**config.mk**
```make
export PLATFORM = sky130hd
export DESIGN_NAME = dwru_top
export DESIGN_NICKNAME = d
export VERILOG_FILES = /design/src/hw/dwru_pkg.sv /design/src/hw/dwru_top.sv
export SDC_FILE = /design/constraint.sdc
export NUM_CORES = 1
export LEC_CHECK = 0
export ABC_AREA = 1
export BUFFER_PORTS_ARGS = -buffer_cell sky130_fd_sc_hd__buf_2
export CAP_MARGIN = 20
export CORE_MARGIN = 5
export CORE_UTILIZATION = 50
export DETAILED_ROUTE_END_ITERATION = 8
export GPL_ROUTABILITY_DRIVEN = 0
export PLACE_DENSITY = 0.68
export REMOVE_ABC_BUFFERS = 1
export SYNTH_ARGS = -nofsm -noshare
export SYNTH_HDL_FRONTEND = slang
export SYNTH_SLANG_ARGS = --single-unit
```
**constraint.sdc**
```tcl
create_clock -name core_clk -period 4.92 [get_ports core_clk]
set_input_delay 0.492 -clock core_clk [delete_from_list [all_inputs] [get_ports core_clk]]
set_output_delay 0.492 -clock core_clk [all_outputs]
set_load 0.05 [all_outputs]
```
**src/hw/dwru_pkg.sv**
```systemverilog
/*
  Constants for the dual watchdog reset unit: clock rate, time bases
  and the derived cycle and tick counts.
  Assumes a 20 MHz core clock and a 128 kHz low speed oscillator tick.
*/
package dwru_pkg;

  // ****************************************
  // Clock rates
  // ****************************************
  localparam int unsigned CORE_CLK_PERIOD_NS    = 50;
  localparam int unsigned LOW_SPEED_OSC_FREQ_HZ = 128000;

  // ****************************************
  // Window watchdog time base
  // ****************************************
  localparam int unsigned WW_STEP_NS   = 75000;
  localparam int unsigned WW_MAX_MS    = 64;
  localparam int unsigned WW_STEP_CYC  =
    (WW_STEP_NS + CORE_CLK_PERIOD_NS - 1) / CORE_CLK_PERIOD_NS;
  localparam int unsigned WW_MAX_STEPS = (WW_MAX_MS * 1000000) / WW_STEP_NS;

  // ****************************************
  // Independent watchdog time base
  // ****************************************
  localparam int unsigned IW_MIN_US    = 60;
  localparam int unsigned IW_MAX_S     = 1;
  localparam int unsigned IW_MIN_TICKS =
    (IW_MIN_US * LOW_SPEED_OSC_FREQ_HZ + 999999) / 1000000;
  localparam int unsigned IW_MAX_TICKS = IW_MAX_S * LOW_SPEED_OSC_FREQ_HZ;

endpackage

```
**src/hw/dwru_top.sv**
```systemverilog
/*
  Dual watchdog reset unit: a window watchdog stepped from the core clock
  and an independent watchdog stepped by the low speed oscillator tick.
  Assumes all inputs are synchronous to core_clk and that the reset
  request, once raised, leads the system to assert resetn.
*/
`timescale 1ns/1ns

module dwru_top
  import dwru_pkg::*;
#(
  parameter int unsigned WW_W = 10,
  parameter int unsigned IW_W = 17
) (
  // Clock and reset
  input  wire logic            core_clk,
  input  wire logic            resetn,
  // Activation
  input  wire logic            ww_opt_en,
  input  wire logic            iw_opt_en,
  input  wire logic            ww_sw_en,
  input  wire logic            iw_sw_en,
  // Window watchdog control
  input  wire logic            ww_refresh,
  input  wire logic [WW_W-1:0] ww_load,
  input  wire logic [WW_W-1:0] ww_window,
  // Independent watchdog control
  input  wire logic            low_speed_internal_osc_tick,
  input  wire logic            iw_refresh,
  input  wire logic [IW_W-1:0] iw_reload,
  // Status and reset request
  output logic                 ww_active,
  output logic                 iw_active,
  output logic                 ww_cause,
  output logic                 iw_cause,
  output logic                 dev_reset_req
);

  // ****************************************
  // Parameter check
  // ****************************************
  if (WW_W > 31 || IW_W > 31 ||
      WW_MAX_STEPS >= (1 << WW_W) || IW_MAX_TICKS >= (1 << IW_W)) begin : g_bad_width
    $error("dwru_top: counter widths unsupported");
  end

  localparam int unsigned PW = $clog2(WW_STEP_CYC + 1);
  localparam logic [PW-1:0]   PRE_LAST = PW'(WW_STEP_CYC - 1);
  localparam logic [WW_W-1:0] WW_MAX   = WW_W'(WW_MAX_STEPS);
  localparam logic [WW_W-1:0] WW_ONE   = WW_W'(1);
  localparam logic [IW_W-1:0] IW_MIN   = IW_W'(IW_MIN_TICKS);
  localparam logic [IW_W-1:0] IW_MAX   = IW_W'(IW_MAX_TICKS);
  localparam logic [IW_W-1:0] IW_ONE   = IW_W'(1);

  typedef struct packed {
    logic            started;
    logic            ww_act;
    logic            iw_act;
    logic [PW-1:0]   pre;
    logic [WW_W-1:0] ww_cnt;
    logic [IW_W-1:0] iw_cnt;
    logic            ww_cause;
    logic            iw_cause;
    logic            rst;
  } dwru_state_t;

  dwru_state_t st_q;
  dwru_state_t st_d;

  logic [WW_W-1:0] ww_start;
  logic [IW_W-1:0] iw_start;
  logic            ww_step;

  // ****************************************
  // Start values clamped to the legal range
  // ****************************************
  assign ww_start = (ww_load == '0) ? WW_ONE : ((ww_load > WW_MAX) ? WW_MAX : ww_load);
  assign iw_start = (iw_reload < IW_MIN) ? IW_MIN :
                    ((iw_reload > IW_MAX) ? IW_MAX : iw_reload);
  assign ww_step  = (st_q.pre == PRE_LAST);

  // ****************************************
  // Next state
  // ****************************************
  always_comb begin
    st_d = st_q;
    if (!st_q.started) begin
      st_d.started = 1'h1;
      st_d.ww_act  = ww_opt_en;
      st_d.iw_act  = iw_opt_en;
      st_d.ww_cnt  = ww_start;
      st_d.iw_cnt  = iw_start;
    end else if (!st_q.rst) begin
      if (ww_sw_en && !st_q.ww_act) begin
        st_d.ww_act = 1'h1;
        st_d.ww_cnt = ww_start;
        st_d.pre    = '0;
      end
      if (iw_sw_en && !st_q.iw_act) begin
        st_d.iw_act = 1'h1;
        st_d.iw_cnt = iw_start;
      end
      // Window watchdog time base
      if (st_q.ww_act) begin
        st_d.pre = ww_step ? '0 : st_q.pre + PW'(1);
        if (ww_refresh) begin
          if (st_q.ww_cnt > ww_window) begin
            st_d.rst      = 1'h1;
            st_d.ww_cause = 1'h1;
          end else begin
            st_d.ww_cnt = ww_start;
            st_d.pre    = '0;
          end
        end else if (ww_step) begin
          if (st_q.ww_cnt == WW_ONE) begin
            st_d.rst      = 1'h1;
            st_d.ww_cause = 1'h1;
          end
          st_d.ww_cnt = st_q.ww_cnt - WW_ONE;
        end
      end
      if (st_q.iw_act) begin
        if (iw_refresh) begin
          st_d.iw_cnt = iw_start;
        end else if (low_speed_internal_osc_tick) begin
          if (st_q.iw_cnt == IW_ONE) begin
            st_d.rst      = 1'h1;
            st_d.iw_cause = 1'h1;
          end
          st_d.iw_cnt = st_q.iw_cnt - IW_ONE;
        end
      end
    end
  end

  // ****************************************
  // State register
  // ****************************************
  always_ff @(posedge core_clk) begin
    if (!resetn) begin
      st_q <= '0;
    end else begin
      st_q <= st_d;
    end
  end

  assign ww_active     = st_q.ww_act;
  assign iw_active     = st_q.iw_act;
  assign ww_cause      = st_q.ww_cause;
  assign iw_cause      = st_q.iw_cause;
  assign dev_reset_req = st_q.rst;
endmodule

```
==> results by group <==
Status
  • Status: finished clean

Drt
  • Drt pass-1 iters: 6
  • Drt drc: 0
  • Routed WL: 12.18 mm
  • Post-route ant nets: 0
  • Total vias in the final route: 4699
  • Initial DRC Count: 280
  • Vias per cell: 5.535
  • Avg WL per Cell: 14.35 um

Layout
  • Ant. Diodes: 0
  • Final net count: 804
  • Layout area overhead: 9.932%
  • Design area: 4473 um^2
  • Area of the multi-input gates: 2701 um^2
  • Filler cells: 845
  • Fraction of layout cells with a size suffix above 1: 11.69%
  • Sequential cell area: 880.8 um^2

Yosys
  • Synth Flop Type: dfxtp_1
  • Largest family of logic cells by synthesized area: simple AND/OR/NAND/NOR gates
  • Post-synth EDFFs: 0
  • Asr flop ratio synth: 0%
  • Synth unique cells: 40
  • Yosys Warn Count: 0
  • Top post-synthesis cells by area: dfxtp_1 (22%), nand2_1 (18%), inv_1 (8.6%)
  • Post-synth top cells: nand2_1 (192), inv_1 (93), a21oi_1 (68)
  • Synth Area in Simple Gates: 38.81%
  • Area leader, netlist: dfxtp_1
  • Top-count cell post-synth: nand2_1
  • Mapped Area: 4069 um^2
  • #FFs+latches synth: 44
  • Sequential fraction of the synthesis area: 21.65%
  • Syn_area_per_cell: 5.755 um^2
  • Adder-cell share of the synthesized area: 4.613%
  • Compound-Gate Fraction of Synth Area: 19.53%
  • Syn Inst Count: 707
  • Mux cell area share after synthesis: 0%
  • XOR/XNOR Fraction of Synth Area: 3.444%
  • Post-synth top area share: 21.65%

Clock tree
  • Clk buf depth: 2
  • Post-CTS Resized: 0
  • Hold-fix buffer count after cts: 0
  • CTS tree: done
  • CTS buffer count: 5
  • Clock net sink count: 44
  • Clock slew at reported path FFs: 100 ps
  • Post-CTS setup buffer count: 0
  • CTS Root Cell: clkbuf_8
  • CTS HTree Levels: 2
  • Clock Latency Late Sink: 310 ps

Power and ir drop
  • Sw power: 0.3984 mW
  • Power per Cell Area: 233.4 nW/um^2
  • Pint: 0.6456 mW
  • Sequential share of power: 39.4%
  • Clock Power Share: 28.7%
  • Sw Share: 38.16%
  • Peak supply drop: 0.1212 mV
  • Leakage: 2.194 nW
  • Comb pwr share: 31.9%

Die
  • Die width: 100.2 um
  • Die Span Y: 100.2 um
  • Row cnt: 33
  • Initial Utilization: 50.54%
  • Core area: 8051 um^2
  • Die area: 10040 um^2
  • # IOs: 51

STA
  • Setup TNS: 0 ps
  • Endpoints failing setup: 0
  • Fin crit share: 49.24%
  • Fin. max-slew vios: 0
  • Relative slew margins: 42.22%
  • Fmax: 0.4128 GHz
  • Fin. Hold Viols: 0
  • Clk_skew: 8.375 ps
  • Final worst setup slack: 2498 ps
  • Post-route minimum period: 2422 ps
  • RSZ-0062 raised after global routing: false
  • Measured slew at the worst slew-check pin: 863.5 ps

Setup path
  • CP startpoint kind: flop
  • Critical path peak fanout: 16
  • WP data arrival: 2590 ps
  • Worst EP required: 5080 ps
  • Crit end category: flop
  • Setup CP Type: reg2reg

GRT
  • First-pass GRT wire length: 20.27 mm
  • GR Overflow Total: 0
  • Largest net degree at the start of global routing: 31
  • Overall Global Routing Usage: 24.47%
  • Initial antenna violation count: 0
  • Vias in the first global route: 4361

Flow run
  • Max-cap violations: 0

Place
  • Setup WS pre-CTS: 2412 ps
  • PortBufs: 50
  • Post-DP HPWL: 8.941 mm
  • Placed Area: 4358 um^2

Min path
  • Worst min path class: in2reg
==> layout by cell type, fill, tap and decap left out, drive strengths merged <==
master    instances
a211oi            2
a21oi            69
a31oi             3
buf              52
bufinv            1
clkbuf            5
clkinv            2
clkinvlp          1
dfxtp            44
ha               15
inv             100
nand2           197
nand3            63
nand3b            3
nand4            10
nor2             71
nor3             14
o211ai            2
o21a              4
o21ai            48
o21bai            2
o221ai            2
o22ai            11
o311ai            1
o31ai             1
o41ai             1
or2               4
xnor2             2
xor2             14
==> cell type report <==
class / instances / area share, %
clock inverter: 3 / 1.035
clock buffer: 5 / 1.538
sequential: 44 / 19.69
inverter: 101 / 8.476
timing repair buffer: 52 / 5.930
multi-input combinational: 539 / 60.39
tap: 105 / 2.937
==> worst paths after layout <==
kind / endpoint / cells past startpoint / from / slack [ps]
worst max register to register: st_q[20] / 6 / ww_active / 2500
worst max-delay path: st_q[20] / 6 / ww_active / 2500
worst min-delay path: st_q[43] / 1 / resetn / 410
worst min register to register: iw_cause / 1 / iw_cause / 470
==> metrics by stage <==
step	utilization [%]	total power [mW]	hold slack, ps	std cells
final	55.56	1.044	408.4	849
after global routing	55.56	1.116	391.8	849
after CTS	55.56	1.045	396.2	849
after detailed placement	54.13	0.7466	455.2	841
after global placement	54.13	0.7396	447.4	841
after floorplan	-	0.6453	445.1	684
==> cell families after synthesis <==
logic type / Yosys count
and+or+nand+nor: 362
AOI/OAI and AO/OA: 146
buffers and inverters: 124
DFF: 44
xor gates and xnor gates: 16
adders and majority gates: 15
==> worst max-delay path: stages, from the launching register on <==
cell      delay [ps]
dfxtp_1          520
nor2_1           760
clkinv_1         500
o21ai_0          290
nand2_1           70
nand3_1           70
a21oi_1           60
==> state kept, by name, summed over array words and instances (netlist names) <==
name	cells
dev_reset_req	1
iw_active	1
iw_cause	1
st_q	39
ww_active	1
ww_cause	1
==> power by group through the flow <==
| stage | Sequential (mW) | Combinational (mW) | Clock (mW) |
|---|---|---|---|
| 2_1_floorplan | 0.416 | 0.229 | 0 |
| 3_3_place_gp | 0.418 | 0.321 | 0 |
| 3_5_place_dp | 0.418 | 0.328 | 0 |
| 4_1_cts | 0.410 | 0.330 | 0.305 |
| 5_1_grt | 0.415 | 0.379 | 0.322 |
| 6_report | 0.411 | 0.333 | 0.299 |
==> per-layer routing <==
| layer | GRT usage, % | vias up | part of all wire (%) |
|---|---|---|---|
| met4 | 8.912 | 0 | 2.3 |
| met2 | 41.34 | 214 | 47 |
| met3 | 4.239 | 27 | 7.8 |
| li1 | - | 2373 | - |
| met5 | 0 | - | 0 |
| met1 | 31.15 | 2085 | 43 |
Power figures use the tool's default switching activity.
